===== src/spf_pkg.sv =====
// Package for the serial port block: register map, field positions,
// reset values, divider settings and the master sequencing states.
// Assumes a 32-bit APB register bus and an 8-bit serial frame.
package spf_pkg;

    ////////////////////////////////////////////////////////////////////
    // Register byte offsets on the bus
    localparam logic [7:0] CTRL_OFS = 8'h00;
    localparam logic [7:0] STAT_OFS = 8'h04;
    localparam logic [7:0] DATA_OFS = 8'h08;

    // Control register fields
    localparam int CTRL_MSTR_BIT = 5;
    localparam int CTRL_CPOL_BIT = 4;
    localparam int CTRL_CPHA_BIT = 3;
    localparam int CTRL_EN_BIT = 1;
    localparam logic [7:0] CTRL_RESET = 8'h28;
    localparam logic [7:0] CTRL_WMASK = 8'h3A;

    // Status register fields
    localparam int STAT_RXF_BIT = 7;
    localparam int STAT_OVF_BIT = 5;
    localparam int STAT_TXE_BIT = 3;
    localparam int STAT_RATE_LSB = 0;
    localparam logic [1:0] RATE_RESET = 2'h0;

    ////////////////////////////////////////////////////////////////////
    // Bus cycles per serial bit for each rate setting
    localparam int BIT_CYC_DIV2 = 2;
    localparam int BIT_CYC_DIV8 = 8;
    localparam int BIT_CYC_DIV32 = 32;
    localparam int BIT_CYC_DIV128 = 128;
    localparam int DIV_W = 7;

    // Half a bit time, in bus cycles, for a rate setting
    function automatic logic [DIV_W-1:0] half_cycles(input logic [1:0] r);
        case (r)
            2'h0: half_cycles = DIV_W'(BIT_CYC_DIV2 / 2);
            2'h1: half_cycles = DIV_W'(BIT_CYC_DIV8 / 2);
            2'h2: half_cycles = DIV_W'(BIT_CYC_DIV32 / 2);
            default: half_cycles = DIV_W'(BIT_CYC_DIV128 / 2);
        endcase
    endfunction : half_cycles

    // Master clock sequencer
    typedef enum logic [0:0] {
        MS_IDLE = 1'b0,
        MS_RUN = 1'b1
    } spf_mstate_t;

endpackage : spf_pkg


===== src/spf_core.sv =====
// Serial peripheral port: APB registers, slave receive/transmit under an
// external clock, and master clock generation from a free-running divider.
// Assumes the pins are resolved outside; all pin inputs are asynchronous.
//
// Contract
// - Master bit clear: slave, clock is input
// - Full slave byte goes to receive register
// - Slave takes any clock up to bus rate; here only up to a quarter of it
// - Slave loads buffer only before transfer starts
// - Slave start: first edge or select fall
// - Four phase/polarity modes; polarity sets idle
// - Slave drives MISO only while selected
// - Phase 0: MSB driven at select fall
// - No buffer load during active transfer
// - Phase 1: first edge starts, select may stay
// - Phase 1: MSB driven at first edge
// - Master starts on data register write
// - Master first bit: phase-dependent clock start
// - Master divider runs only enabled and master
// - Master clock edges at fixed bus phase
// - Master start within one bit time
// - Both ends use same phase and polarity
// - Status then data read clears full
// - Data write clears empty, load sets it
// - Overrun sets flag, keeps old byte
//
// Decided for this implementation: the APB register port and the placing of the registers.
`timescale 1ns/10ps

module spf_core #(
    parameter int BITS = 8
) (
    input wire logic pclk,
    input wire logic presetn,
    input wire logic psel,
    input wire logic penable,
    input wire logic pwrite,
    input wire logic [7:0] paddr,
    input wire logic [31:0] pwdata,
    output logic [31:0] prdata,
    output logic pready,
    output logic pslverr,
    input wire logic sck_in,
    output logic sck_out,
    output logic sck_oe_n,
    input wire logic ss_n_in,
    input wire logic mosi_in,
    output logic mosi_out,
    output logic mosi_oe_n,
    input wire logic miso_in,
    output logic miso_out,
    output logic miso_oe_n
);

    ////////////////////////////////////////////////////////////////////
    // Frame length must fit the 8-bit data registers
    if (BITS < 2 || BITS > 8) begin : g_bits_check
        $error("spf_core: BITS must be 2 to 8");
    end

    localparam logic [3:0] LAST_BIT = 4'(BITS - 1);

    logic [7:0] ctrl_ff;
    logic [1:0] rate_ff;
    logic [7:0] tdr_ff;
    logic pend_ff;
    logic [7:0] rdr_ff;
    logic rxf_ff;
    logic ovf_ff;
    logic rxf_arm_ff;
    logic ovf_arm_ff;
    logic [7:0] sh_ff;
    logic shf_ff;
    logic [7:0] rxsh_ff;
    logic [3:0] bits_ff;
    logic busy_ff;
    spf_pkg::spf_mstate_t m_state_ff;
    logic sck_ff;
    logic [spf_pkg::DIV_W-1:0] div_cnt_ff;
    logic [3:0] sy1_ff;
    logic [3:0] sy2_ff;
    logic [3:0] sy3_ff;
    logic [3:0] lvl_ff;

    ////////////////////////////////////////////////////////////////////
    // Control decode
    logic en, mstr, cpol, cpha, run_div;
    assign en = ctrl_ff[spf_pkg::CTRL_EN_BIT];
    assign mstr = ctrl_ff[spf_pkg::CTRL_MSTR_BIT];
    assign cpol = ctrl_ff[spf_pkg::CTRL_CPOL_BIT];
    assign cpha = ctrl_ff[spf_pkg::CTRL_CPHA_BIT];
    assign run_div = en && mstr;

    // APB decode; zero wait states, error on unmapped offsets
    logic acc, wr, rd, hit, wr_ctrl, wr_stat, wr_data, rd_stat, rd_data;
    assign acc = psel && penable;
    assign wr = acc && pwrite;
    assign rd = acc && !pwrite;
    assign hit = (paddr == spf_pkg::CTRL_OFS) ||
                 (paddr == spf_pkg::STAT_OFS) ||
                 (paddr == spf_pkg::DATA_OFS);
    assign wr_ctrl = wr && (paddr == spf_pkg::CTRL_OFS);
    assign wr_stat = wr && (paddr == spf_pkg::STAT_OFS);
    assign wr_data = wr && (paddr == spf_pkg::DATA_OFS);
    assign rd_stat = rd && (paddr == spf_pkg::STAT_OFS);
    assign rd_data = rd && (paddr == spf_pkg::DATA_OFS);
    assign pready = 1'b1;
    assign pslverr = acc && !hit;

    // Read mux
    logic [7:0] stat_rd;
    always_comb begin
        stat_rd = 8'h00;
        stat_rd[spf_pkg::STAT_RXF_BIT] = rxf_ff;
        stat_rd[spf_pkg::STAT_OVF_BIT] = ovf_ff;
        stat_rd[spf_pkg::STAT_TXE_BIT] = !pend_ff;
        stat_rd[spf_pkg::STAT_RATE_LSB +: 2] = rate_ff;
        prdata = 32'h0000_0000;
        if (rd && paddr == spf_pkg::CTRL_OFS) begin
            prdata[7:0] = ctrl_ff;
        end else if (rd_stat) begin
            prdata[7:0] = stat_rd;
        end else if (rd_data) begin
            prdata[7:0] = rdr_ff;
        end
    end

    // Software settings; phase/polarity taken as written, software
    // is expected to disable first
    always_ff @(posedge pclk or negedge presetn) begin
        if (!presetn) begin
            ctrl_ff <= spf_pkg::CTRL_RESET;
            rate_ff <= spf_pkg::RATE_RESET;
        end else begin
            if (wr_ctrl) begin
                ctrl_ff <= pwdata[7:0] & spf_pkg::CTRL_WMASK;
            end
            if (wr_stat) begin
                rate_ff <= pwdata[spf_pkg::STAT_RATE_LSB +: 2];
            end
        end
    end

    ////////////////////////////////////////////////////////////////////
    // Pin synchronisers: bit 0 clock, 1 select, 2 mosi, 3 miso.
    // A level is accepted once stages two and three agree.
    logic [3:0] agree, chg;
    assign agree = ~(sy2_ff ^ sy3_ff);
    assign chg = agree & (sy3_ff ^ lvl_ff);

    always_ff @(posedge pclk or negedge presetn) begin
        if (!presetn) begin
            sy1_ff <= 4'h2;
            sy2_ff <= 4'h2;
            sy3_ff <= 4'h2;
            lvl_ff <= 4'h2;
        end else begin
            sy1_ff <= {miso_in, mosi_in, ss_n_in, sck_in};
            sy2_ff <= sy1_ff;
            sy3_ff <= sy2_ff;
            lvl_ff <= (agree & sy3_ff) | (~agree & lvl_ff);
        end
    end

    // Slave edge events; each clock level must last two bus cycles, so up to a quarter of the bus clock is tracked
    logic ss_low, slave_on, s_lead, s_trail, ss_fall, ss_rise;
    assign ss_low = !lvl_ff[1];
    assign slave_on = en && !mstr;
    assign s_lead = slave_on && ss_low && chg[0] && (sy3_ff[0] != cpol);
    assign s_trail = slave_on && ss_low && chg[0] && (sy3_ff[0] == cpol);
    assign ss_fall = slave_on && chg[1] && !sy3_ff[1];
    assign ss_rise = chg[1] && sy3_ff[1];

    ////////////////////////////////////////////////////////////////////
    // Master divider: half-bit ticks, free running while enabled master.
    // Edges land on a fixed bus clock phase, never mid-cycle.
    logic tick, m_start, m_tog, m_lead, m_trail, m_stop;
    logic [spf_pkg::DIV_W-1:0] half_m1;
    assign half_m1 = spf_pkg::half_cycles(rate_ff) - spf_pkg::DIV_W'(1);
    assign tick = run_div && (div_cnt_ff >= half_m1);
    assign m_start = tick && (m_state_ff == spf_pkg::MS_IDLE) &&
                     shf_ff && !busy_ff;
    // Phase 0 holds the clock idle for the first half bit
    assign m_tog = tick && (((m_state_ff == spf_pkg::MS_RUN) &&
                   (busy_ff || sck_ff != cpol)) || (m_start && cpha));
    assign m_lead = m_tog && (sck_ff == cpol);
    assign m_trail = m_tog && (sck_ff != cpol);
    assign m_stop = tick && (m_state_ff == spf_pkg::MS_RUN) && !busy_ff &&
                    (sck_ff == cpol);

    always_ff @(posedge pclk or negedge presetn) begin
        if (!presetn) begin
            div_cnt_ff <= '0;
        end else if (!run_div || tick) begin
            div_cnt_ff <= '0;
        end else begin
            div_cnt_ff <= div_cnt_ff + spf_pkg::DIV_W'(1);
        end
    end

    // Master clock level and run state
    always_ff @(posedge pclk or negedge presetn) begin
        if (!presetn) begin
            sck_ff <= 1'b0;
            m_state_ff <= spf_pkg::MS_IDLE;
        end else if (!run_div) begin
            sck_ff <= cpol;
            m_state_ff <= spf_pkg::MS_IDLE;
        end else begin
            if (m_tog) begin
                sck_ff <= !sck_ff;
            end
            case (m_state_ff)
                spf_pkg::MS_IDLE: begin
                    if (m_start) begin
                        m_state_ff <= spf_pkg::MS_RUN;
                    end
                end
                spf_pkg::MS_RUN: begin
                    if (m_stop) begin
                        m_state_ff <= spf_pkg::MS_IDLE;
                    end
                end
                default: m_state_ff <= spf_pkg::MS_IDLE;
            endcase
        end
    end

    ////////////////////////////////////////////////////////////////////
    // Shared shift engine; master and slave feed the same edge events
    logic lead, trail, start_ev, sample_ev, shift_ev, done, bit_in;
    logic accept, load_ev, clr_rx, clr_ov;
    logic [7:0] rx_byte;
    assign lead = mstr ? m_lead : s_lead;
    assign trail = mstr ? m_trail : s_trail;
    assign start_ev = mstr ? m_start :
                      (cpha ? (s_lead && !busy_ff) : ss_fall);
    assign sample_ev = busy_ff && (cpha ? trail : lead);
    assign shift_ev = busy_ff && (cpha ? lead : trail);
    assign done = sample_ev && (bits_ff == LAST_BIT);
    assign bit_in = mstr ? sy3_ff[3] : sy3_ff[2];
    assign rx_byte = {rxsh_ff[6:0], bit_in};
    assign clr_rx = rd_data && rxf_arm_ff;
    assign clr_ov = rd_data && ovf_arm_ff;
    assign accept = !((ovf_ff && !clr_ov) || (rxf_ff && !clr_rx));
    // Buffer moves only between transfers; a byte that is still unsent
    // in the master shift register is not overwritten
    assign load_ev = pend_ff && !busy_ff && !start_ev &&
                     !(mstr && shf_ff);

    // Transfer state; select rising aborts a slave transfer
    always_ff @(posedge pclk or negedge presetn) begin
        if (!presetn) begin
            busy_ff <= 1'b0;
            bits_ff <= 4'h0;
        end else if (!en || (!mstr && ss_rise)) begin
            busy_ff <= 1'b0;
            bits_ff <= 4'h0;
        end else if (start_ev) begin
            busy_ff <= 1'b1;
            bits_ff <= 4'h0;
        end else if (sample_ev) begin
            busy_ff <= !done;
            bits_ff <= done ? 4'h0 : bits_ff + 4'h1;
        end
    end

    // Transmit path; MSB sits on the line from load onward
    always_ff @(posedge pclk or negedge presetn) begin
        if (!presetn) begin
            sh_ff <= 8'h00;
            shf_ff <= 1'b0;
        end else begin
            if (load_ev) begin
                sh_ff <= tdr_ff << (8 - BITS);
            end else if (shift_ev) begin
                sh_ff <= {sh_ff[6:0], 1'b0};
            end
            if (!mstr || m_start) begin
                shf_ff <= 1'b0;
            end else if (load_ev) begin
                shf_ff <= 1'b1;
            end
        end
    end

    // Transmit buffer; a write beats a same-cycle load
    always_ff @(posedge pclk or negedge presetn) begin
        if (!presetn) begin
            tdr_ff <= 8'h00;
            pend_ff <= 1'b0;
        end else if (wr_data) begin
            tdr_ff <= pwdata[7:0];
            pend_ff <= 1'b1;
        end else if (load_ev) begin
            pend_ff <= 1'b0;
        end
    end

    // Receive shifter
    always_ff @(posedge pclk or negedge presetn) begin
        if (!presetn) begin
            rxsh_ff <= 8'h00;
        end else if (sample_ev) begin
            rxsh_ff <= rx_byte;
        end
    end

    // Flag clear arming: status read with the flag set, then data read
    always_ff @(posedge pclk or negedge presetn) begin
        if (!presetn) begin
            rxf_arm_ff <= 1'b0;
            ovf_arm_ff <= 1'b0;
        end else if (rd_data) begin
            rxf_arm_ff <= 1'b0;
            ovf_arm_ff <= 1'b0;
        end else if (rd_stat) begin
            rxf_arm_ff <= rxf_ff;
            ovf_arm_ff <= ovf_ff;
        end
    end

    // Receive register and flags; a new byte wins over a clear
    always_ff @(posedge pclk or negedge presetn) begin
        if (!presetn) begin
            rdr_ff <= 8'h00;
            rxf_ff <= 1'b0;
            ovf_ff <= 1'b0;
        end else begin
            if (done && accept) begin
                rdr_ff <= rx_byte;
                rxf_ff <= 1'b1;
            end else if (clr_rx) begin
                rxf_ff <= 1'b0;
            end
            if (done && !accept) begin
                ovf_ff <= 1'b1;
            end else if (clr_ov) begin
                ovf_ff <= 1'b0;
            end
        end
    end

    ////////////////////////////////////////////////////////////////////
    // Pin drivers; master select pin is not watched, kept high outside
    assign sck_out = sck_ff;
    assign sck_oe_n = !run_div;
    assign mosi_out = sh_ff[7];
    assign mosi_oe_n = !run_div;
    assign miso_out = sh_ff[7];
    // Released while unselected so other slaves can share the line
    assign miso_oe_n = !(slave_on && ss_low);

    ////////////////////////////////////////////////////////////////////
    // Checks
    slave_clk_in_a: assert property (@(posedge pclk) disable iff (!presetn)
        !mstr |-> sck_oe_n && mosi_oe_n)
        else $error("clock driven while slave");

    miso_select_a: assert property (@(posedge pclk) disable iff (!presetn)
        !miso_oe_n |-> (!lvl_ff[1] && en && !mstr))
        else $error("miso driven while unselected");

    rx_load_a: assert property (@(posedge pclk) disable iff (!presetn)
        (done && accept) |=> (rxf_ff && rdr_ff == $past(rx_byte)))
        else $error("received byte not stored");

    ovf_keep_a: assert property (@(posedge pclk) disable iff (!presetn)
        (done && !accept) |=> (ovf_ff && $stable(rdr_ff)))
        else $error("overrun lost old byte");

    busy_block_a: assert property (@(posedge pclk) disable iff (!presetn)
        (busy_ff && pend_ff) |=> pend_ff)
        else $error("buffer moved during transfer");

    txe_clear_a: assert property (@(posedge pclk) disable iff (!presetn)
        wr_data |=> (pend_ff && !stat_rd[spf_pkg::STAT_TXE_BIT]))
        else $error("empty flag not cleared by write");

    start_lat_a: assert property (@(posedge pclk)
        disable iff (!presetn || !run_div)
        ($rose(shf_ff) && !busy_ff && m_state_ff == spf_pkg::MS_IDLE)
        |-> ##[0:128] (m_state_ff == spf_pkg::MS_RUN))
        else $error("master start too late");

    cpha0_idle_a: assert property (@(posedge pclk) disable iff (!presetn)
        (m_start && !cpha && run_div) |=> (sck_out == $past(cpol)))
        else $error("phase 0 clock left idle early");

    div_stop_a: assert property (@(posedge pclk) disable iff (!presetn)
        !run_div |=> (div_cnt_ff == '0 && m_state_ff == spf_pkg::MS_IDLE))
        else $error("divider ran while not master");

    rxf_clear_a: assert property (@(posedge pclk) disable iff (!presetn)
        (clr_rx && !done) |=> !rxf_ff)
        else $error("full flag not cleared");

endmodule : spf_core


===== config.mk =====
export PLATFORM = sky130hd
export DESIGN_NAME = spf_core
export DESIGN_NICKNAME = d
export VERILOG_FILES = /design/src/spf_pkg.sv /design/src/spf_core.sv
export SDC_FILE = /design/constraint.sdc
export NUM_CORES = 1
export LEC_CHECK = 0
export BUFFER_PORTS_ARGS = -buffer_cell sky130_fd_sc_hd__buf_4
export CAP_MARGIN = 10
export CELL_PAD_IN_SITES_DETAIL_PLACEMENT = 0
export CELL_PAD_IN_SITES_GLOBAL_PLACEMENT = 1
export CORE_MARGIN = 2
export CORE_UTILIZATION = 44
export DETAILED_ROUTE_END_ITERATION = 12
export PLACE_DENSITY = 0.9
export SLEW_MARGIN = 20
export SYNTH_ARGS = -nofsm -noshare
export SYNTH_HDL_FRONTEND = slang
export SYNTH_SLANG_ARGS = --single-unit

===== constraint.sdc =====
create_clock -name pclk -period 5.49 [get_ports pclk]
set_input_delay 0.2745 -clock pclk [delete_from_list [all_inputs] [get_ports pclk]]
set_output_delay 0.2745 -clock pclk [all_outputs]
set_load 0.05 [all_outputs]

; Yosys cells after proc, flatten, opt, wreduce, memory -nomap -nowiden
; Index checks and enable logic that the tools add are counted.
[op_classes]
add_sub_neg = 3
multipliers = 0
div = 0
n_lt_le_gt_ge = 1
n_eq_ne = 10
shift = 0
n_mux = 39
bitwise = 9
reduce_logical = 80
[op_table]
columns = operator, count
row1 = 1-bit logical AND, 46
row2 = 8-bit two-way mux, 5
row3 = 1-bit two-way mux, 27
row4 = 7-bit case mux with 3 select lines, 1
row5 = 1-bit logical NOT, 17
row6 = 4-bit two-way mux, 4
row7 = 2-bit nonzero test, 6
row8 = 4-bit AND, 2
row9 = "8-bit by 3-bit equality test with 1-bit output, second input constant", 1
row10 = "8-bit by 4-bit equality test with 1-bit output, second input constant", 1
row11 = 8-bit logical NOT, 1
row12 = 1-bit logical OR, 8
row13 = 4-bit inverter, 2
row14 = "7-bit by 1-bit adder with 7-bit output, second input constant", 1
row15 = 7-bit >= comparator, 1
row16 = 7-bit two-way mux, 1
row17 = "7-bit by 1-bit subtractor with 7-bit output, second input constant", 1
row18 = "4-bit by 1-bit adder with 4-bit output, second input constant", 1
row19 = "4-bit by 3-bit equality test with 1-bit output, second input constant", 1
row20 = 4-bit bitwise OR, 1
row21 = 4-bit bitwise XOR, 1
row22 = 3-bit nonzero test, 1
row23 = 2-bit AND, 1
row24 = 1-bit equality test, 2
row25 = 8 further kinds, 9
[totals]
register_bits = 73
latchBits = 0
mem_bits_rw = 0
mem_bits_ro = 0
inputBits = 49
out_inout_bits = 40
wordCells = 163
n_memories = 0

; Depth between registers and ports, before layout
[depth]
depth_word = 20
mapped_depth = 10
depth_no_buf = 8

; Least setup slack after synthesis
; OpenSTA, ideal clock, no wires.
[synth_timing]
path_type = register -> register
from = register ctrl_ff[5]
to = register rdr_ff[0]
setup_time_ps = 125
arrival_time_ps = 2541
required_time_ps = 5365
slack_ps = 2824
stages_incl_launch_ff = 10
path_buffers = 1
period_less_slack_ps = 2666
path_cell_list = dfstp_2 buf_4 inv_1 nor2_1 inv_1 nor3_1 o211ai_1 a221oi_4 nand3_4 mux2_4
[synth_between]
elab_chain_cells = 14
elab_cells_between_ends = 23
classes_between = mux (4) / reduce/logical (19)
[synth_rtl]
columns = element, line_no
row1 = "start, declared", spf_core.sv:63  ; logic [7:0] ctrl_ff;
row2 = "start signal, assigned", spf_core.sv:132  ; ctrl_ff <= spf_pkg::CTRL_RESET;
row3 = "start signal, assigned", spf_core.sv:136  ; ctrl_ff <= pwdata[7:0] & spf_pkg::CTRL_WMASK;
row4 = 1-bit logical AND, spf_core.sv:92  ; assign run_div = en && mstr;
row5 = 1-bit logical AND, spf_core.sv:180  ; assign tick = run_div && (div_cnt_ff >= half_m1);
row6 = 1-bit logical AND (2 in series), spf_core.sv:181  ; assign m_start = tick && (m_state_ff == spf_pkg::MS_IDLE) &&
row7 = 1-bit logical AND, spf_core.sv:182  ; shf_ff && !busy_ff;
row8 = 1-bit logical AND, spf_core.sv:185  ; (busy_ff || sck_ff != cpol)) || (m_start && cpha));
row9 = 1-bit logical OR, spf_core.sv:185
row10 = 1-bit logical AND, spf_core.sv:184  ; assign m_tog = tick && (((m_state_ff == spf_pkg::MS_RUN) &&
row11 = "1-bit logical AND, on equally long branches", "spf_core.sv:186, spf_core.sv:187"
row12 = "1-bit two-way mux, on equally long branches", "spf_core.sv:234, spf_core.sv:235"
row13 = 1-bit two-way mux, spf_core.sv:238  ; assign sample_ev = busy_ff && (cpha ? trail : lead);
row14 = 1-bit logical AND, spf_core.sv:238
row15 = 1-bit logical AND, spf_core.sv:240  ; assign done = sample_ev && (bits_ff == LAST_BIT);
row16 = 1-bit logical AND, spf_core.sv:330  ; if (done && accept) begin
row17 = "end signal, assigned", spf_core.sv:331  ; rdr_ff <= rx_byte;
row18 = "end, declared", spf_core.sv:67  ; logic [7:0] rdr_ff;
; Parallel ways exist; a longest one is shown, timed or not.
; A chain may end at the register's enable or synchronous reset.

; Final worst setup path
[layout_timing]
from = register rate_ff[0]
to = register rdr_ff[1]
[layout_between]
elab_chain_cells = 17
elab_cells_between_ends = 21
classes_between = add/sub (1) / order compare (1) / eq/ne (2) / mux (4) / reduce/logical (13)
[layout_rtl]
columns = element, line_no
row1 = "start, declared", spf_core.sv:64  ; logic [1:0] rate_ff;
row2 = "start signal, assigned", spf_core.sv:133  ; rate_ff <= spf_pkg::RATE_RESET;
row3 = "start signal, assigned", spf_core.sv:139  ; rate_ff <= pwdata[spf_pkg::STAT_RATE_LSB +: 2];
row4 = 2-bit equality test (tied with other cells), spf_pkg.sv:37  ; case (r)
row5 = 7-bit case mux with 3 select lines *, spf_pkg.sv:37
row6 = 7-bit by 1-bit subtractor with 7-bit output *, spf_core.sv:179  ; assign half_m1 = spf_pkg::half_cycles(rate_ff) - spf_pkg::DIV_W'(1);
row7 = 7-bit >= comparator *, spf_core.sv:180
row8 = 1-bit logical AND *, spf_core.sv:180
row9 = 1-bit logical AND (2 in series), spf_core.sv:181
row10 = 1-bit logical AND, spf_core.sv:182
row11 = 1-bit logical AND, spf_core.sv:185
row12 = 1-bit logical OR, spf_core.sv:185
row13 = 1-bit logical AND *, spf_core.sv:184
row14 = "1-bit logical AND, on equally long branches", "spf_core.sv:186, spf_core.sv:187"
row15 = "1-bit two-way mux, on equally long branches", "spf_core.sv:234, spf_core.sv:235"
row16 = 1-bit two-way mux *, spf_core.sv:238
row17 = 1-bit logical AND *, spf_core.sv:238
row18 = 1-bit logical AND *, spf_core.sv:240
row19 = 1-bit logical AND *, spf_core.sv:330
; Every way passes the cells marked *; elsewhere a longest branch is shown, timed or not.

==> impl_metrics.py <==
metrics = {
    "place": {
        "io_buffer_count": 39,
        "dp_hpwl_um": 4590,
        "gp_congestion": 0.819,
    },
    "grt": {
        "grt_overflow": 0,
        "antenna_found_initial": 0,
        "globalRouteTotalUtil": 0.156,
        "grt_pass1_wl_um": 10600,
        "grt_pass1_vias": 2221,
        "grt_max_degree": 72,
    },
    "yosys": {
        "netlist_instances": 318,
        "ys_types": 60,
        "syn_area_um2": 3560,
        "ys_seq_elements": 71,
        "syn_area_per_cell_um2": 11.2,
        "yosysTopAreaCellShare": 0.457,
        "yosys_most_used_dff": "dfrtp_1",
        "synth.area.top_cells": "dfrtp_1 (46%), mux2_2 (7.3%), buf_4 (5.9%)",
        "ys_seq_area_frac": 0.501,
        "ys_warn_count": 0,
        "yosys.area.top_type": "dfrtp_1",
        "synth_edf_count": 0,
        "synth_async_sr_flop_share": 1.00,
    },
    "pwr": {
        "total_power_mw": 1.39,
        "peakVddDrop_v": 0.000202,
        "pwr-share-seq": 0.460,
        "power.share.clock": 0.356,
        "p_sw_uw": 415,
        "leakagePower_nw": 1.99,
        "comb_power_share": 0.184,
        "p_sw_frac": 0.298,
        "p_int_uw": 976,
        "power-per-cell-area_nw_per_um2": 344,
    },
    "sta": {
        "maxSlewViolCount": 0,
        "rsz0062_at_grt": "false",
        "setup_tns_ps": 0,
        "whs_ps": 35.5,
        "clock_skew_ps": 5.65,
        "min_period_over_period": 0.610,
        "hold_viol": 0,
        "slew_headroom": 0.418,
        "tightest_slew_ps": 873,
        "fmax_mhz": 299,
        "setup_viol": 0,
        "period_minus_slack_ps": 3350,
    },
    "worst_setup_path": {
        "cp_top_family": "compound AO/OA/AOI/OAI gates",
        "cp.arrival_ps": 3580,
        "endpoint_kind": "register",
        "slowest_stage": "a221oi_4",
        "critPathBufInv": 0,
        "worst-r2r-setup-slack_ps": 2140,
        "reg2reg_depth": 8,
        "timing.rr.start": "rate_ff[0]",
        "crit_chain": "nand2_1 -> ha_1 -> nand2_1 -> o21ai_0 -> o2111ai_2 -> a221oi_4 -> nand3_4 -> mux2_4",
        "worstReg2RegEnd": "rdr_ff[1]",
        "start_kind": "register",
        "crit_fanout": 15,
        "crit_top_cell": "nand2_1",
        "critPathRequiredTime_ps": 5720,
        "crit_type": "register to register",
        "max_stage_delay_ps": 810,
    },
    "clock_network": {
        "clk_latency_ps": 340,
        "cts_hold_buf": 0,
        "clk_pin_slew_ps": 70,
        "clock-sinks": 71,
        "cts_tree": "built",
        "post_cts_resized": 0,
        "post_cts_buffers": 0,
        "cts_max_level": 3,
        "cts_max_path_buffers": 2,
        "cts-buffers-inserted": 9,
        "root_buffer": "clkbuf_8",
    },
    "floorplanning": {
        "core.rowCount": 32,
        "start_util": 0.458,
        "design.core.area_um2": 7770,
        "io_pins": 89,
        "die_area_um2": 8830,
        "die_y_um": 94.0,
        "die_x_um": 94.0,
    },
    "routing": {
        "met1_length_um": 2990,
        "num_vias": 2389,
        "ant_nets": 0,
        "dr.max_layer_used": "met4",
        "wire_per_inst_um": 14.0,
        "drt-total-wl_um": 6530,
        "viasPerCell": 5.14,
        "met2WireLength_um": 3140,
        "drt_first_pass_iters": 4,
        "drc": 0,
        "first_iter_violations": 144,
        "wl_met3_um": 300,
    },
    "flow_run": {
        "maxCapViolCount": 0,
    },
    "status": {
        "status": "finished, final reports clean",
    },
    "final_layout": {
        "antenna_cells": 0,
        "drive_above_1_share": 0.264,
        "post-route-util": 0.522,
        "final_common_cell": "dfrtp_1",
        "nFillCells": 689,
        "layout_common_cells": "dfrtp_1 (65), buf_4 (39), nand2_1 (33)",
        "areaGrowthSynthToFinish_pct": 13.8,
        "nNetsFinal": 414,
    },
    "min_path": {
        "min_path_type": "primary input to asynchronous set/reset pin",
    },
}
==> per-layer routing <==
metal  up-vias  GRT usage
li1       1149          -
met1      1174      0.211
met2        55      0.235
met3        11     0.0425
met4         0     0.0676
met5         -          0
==> worst reg2reg max path: stages, from the launching register on <==
cell and delay (ps):
dfrtp_1 460, nand2_1 90, ha_1 270, nand2_1 90, o21ai_0 580, o2111ai_2 230, a221oi_4 810, nand3_4 320
mux2_4 390
==> cell families (layout without fill, tap and decap cells) <==
logic type,Yosys count,after routing,share of synthesized area
other cells,2,26,0.00211
mux,28,28,0.0910
flops,71,71,0.501
compound gates,56,56,0.132
xor+xnor,9,9,0.0221
simple gates,98,98,0.137
buf+inv,45,66,0.0836
fa+ha+maj,9,9,0.0302
==> worst max path at each step <==
| stage | start | endpoint | cells past startpoint |
|---|---|---|---|
| final | rate_ff[0] | rdr_ff[1] | 8 |
| after detailed placement | rate_ff[0] | rdr_ff[1] | 8 |
| after global routing | rate_ff[0] | rdr_ff[1] | 8 |
| after floorplan | ctrl_ff[5] | rdr_ff[0] | 9 |
| after global placement | rate_ff[0] | rdr_ff[0] | 8 |
| after CTS | rate_ff[0] | rdr_ff[1] | 8 |
==> registers in the layout, indices dropped and copies added (netlist names), 2 cells and up, named ones only <==
signal	cells
rate_ff	2
sy3_ff	4
tdr_ff	8
sy2_ff	4
bits_ff	4
sy1_ff	4
sh_ff	8
ctrl_ff	4
rdr_ff	8
rxsh_ff	7
div_cnt_ff	7
==> stage by stage <==
stage	instances	worst slack, ps	area, µm²
detailed placement	449	2130	3810
finish	465	2140	4050
global placement	449	2190	3810
CTS	465	2120	4050
floorplan	342	2820	3650
global route	465	1910	4050
==> Yosys cell counts, types with 2 or more instances <==
library cell	count
dfrtp_1	65
nand2_1	33
buf_4	28
nor2_1	24
mux2_2	23
o21ai_0	14
and2_1	12
inv_1	11
a221o_1	7
ha_1	7
nand3_1	7
a21oi_1	6
dfstp_2	6
xor2_1	5
a22o_1	4
nand3b_1	4
nor2b_1	4
xnor2_1	4
mux2_4	3
a222oi_1	2
and3b_1	2
buf_6	2
clkbuf_1	2
conb_1	2
maj3_1	2
mux2i_1	2
nand2b_1	2
nor3b_1	2
o211ai_1	2
==> layout make-up <==
| cell class | count | area, µm² | share of cell area |
|---|---|---|---|
| well taps | 102 | 128 | 0.0315 |
| flip-flops and latches | 71 | 1780 | 0.440 |
| clock inverters | 6 | 109 | 0.0269 |
| inverters | 11 | 41.3 | 0.0102 |
| repair buffers | 39 | 293 | 0.0723 |
| multi-input cells | 226 | 1570 | 0.387 |
| clock buffers | 10 | 128 | 0.0315 |
==> power groups by stage <==
stage / clock network, mW / logic [mW] / registers (mW)
global placement: 0 / 0.250 / 0.649
global route: 0.525 / 0.284 / 0.650
finish: 0.496 / 0.256 / 0.641
floorplan: 0 / 0.220 / 0.638
detailed placement: 0 / 0.257 / 0.650
CTS: 0.508 / 0.258 / 0.640
Note: power is estimated with default switching activity, not from simulation.
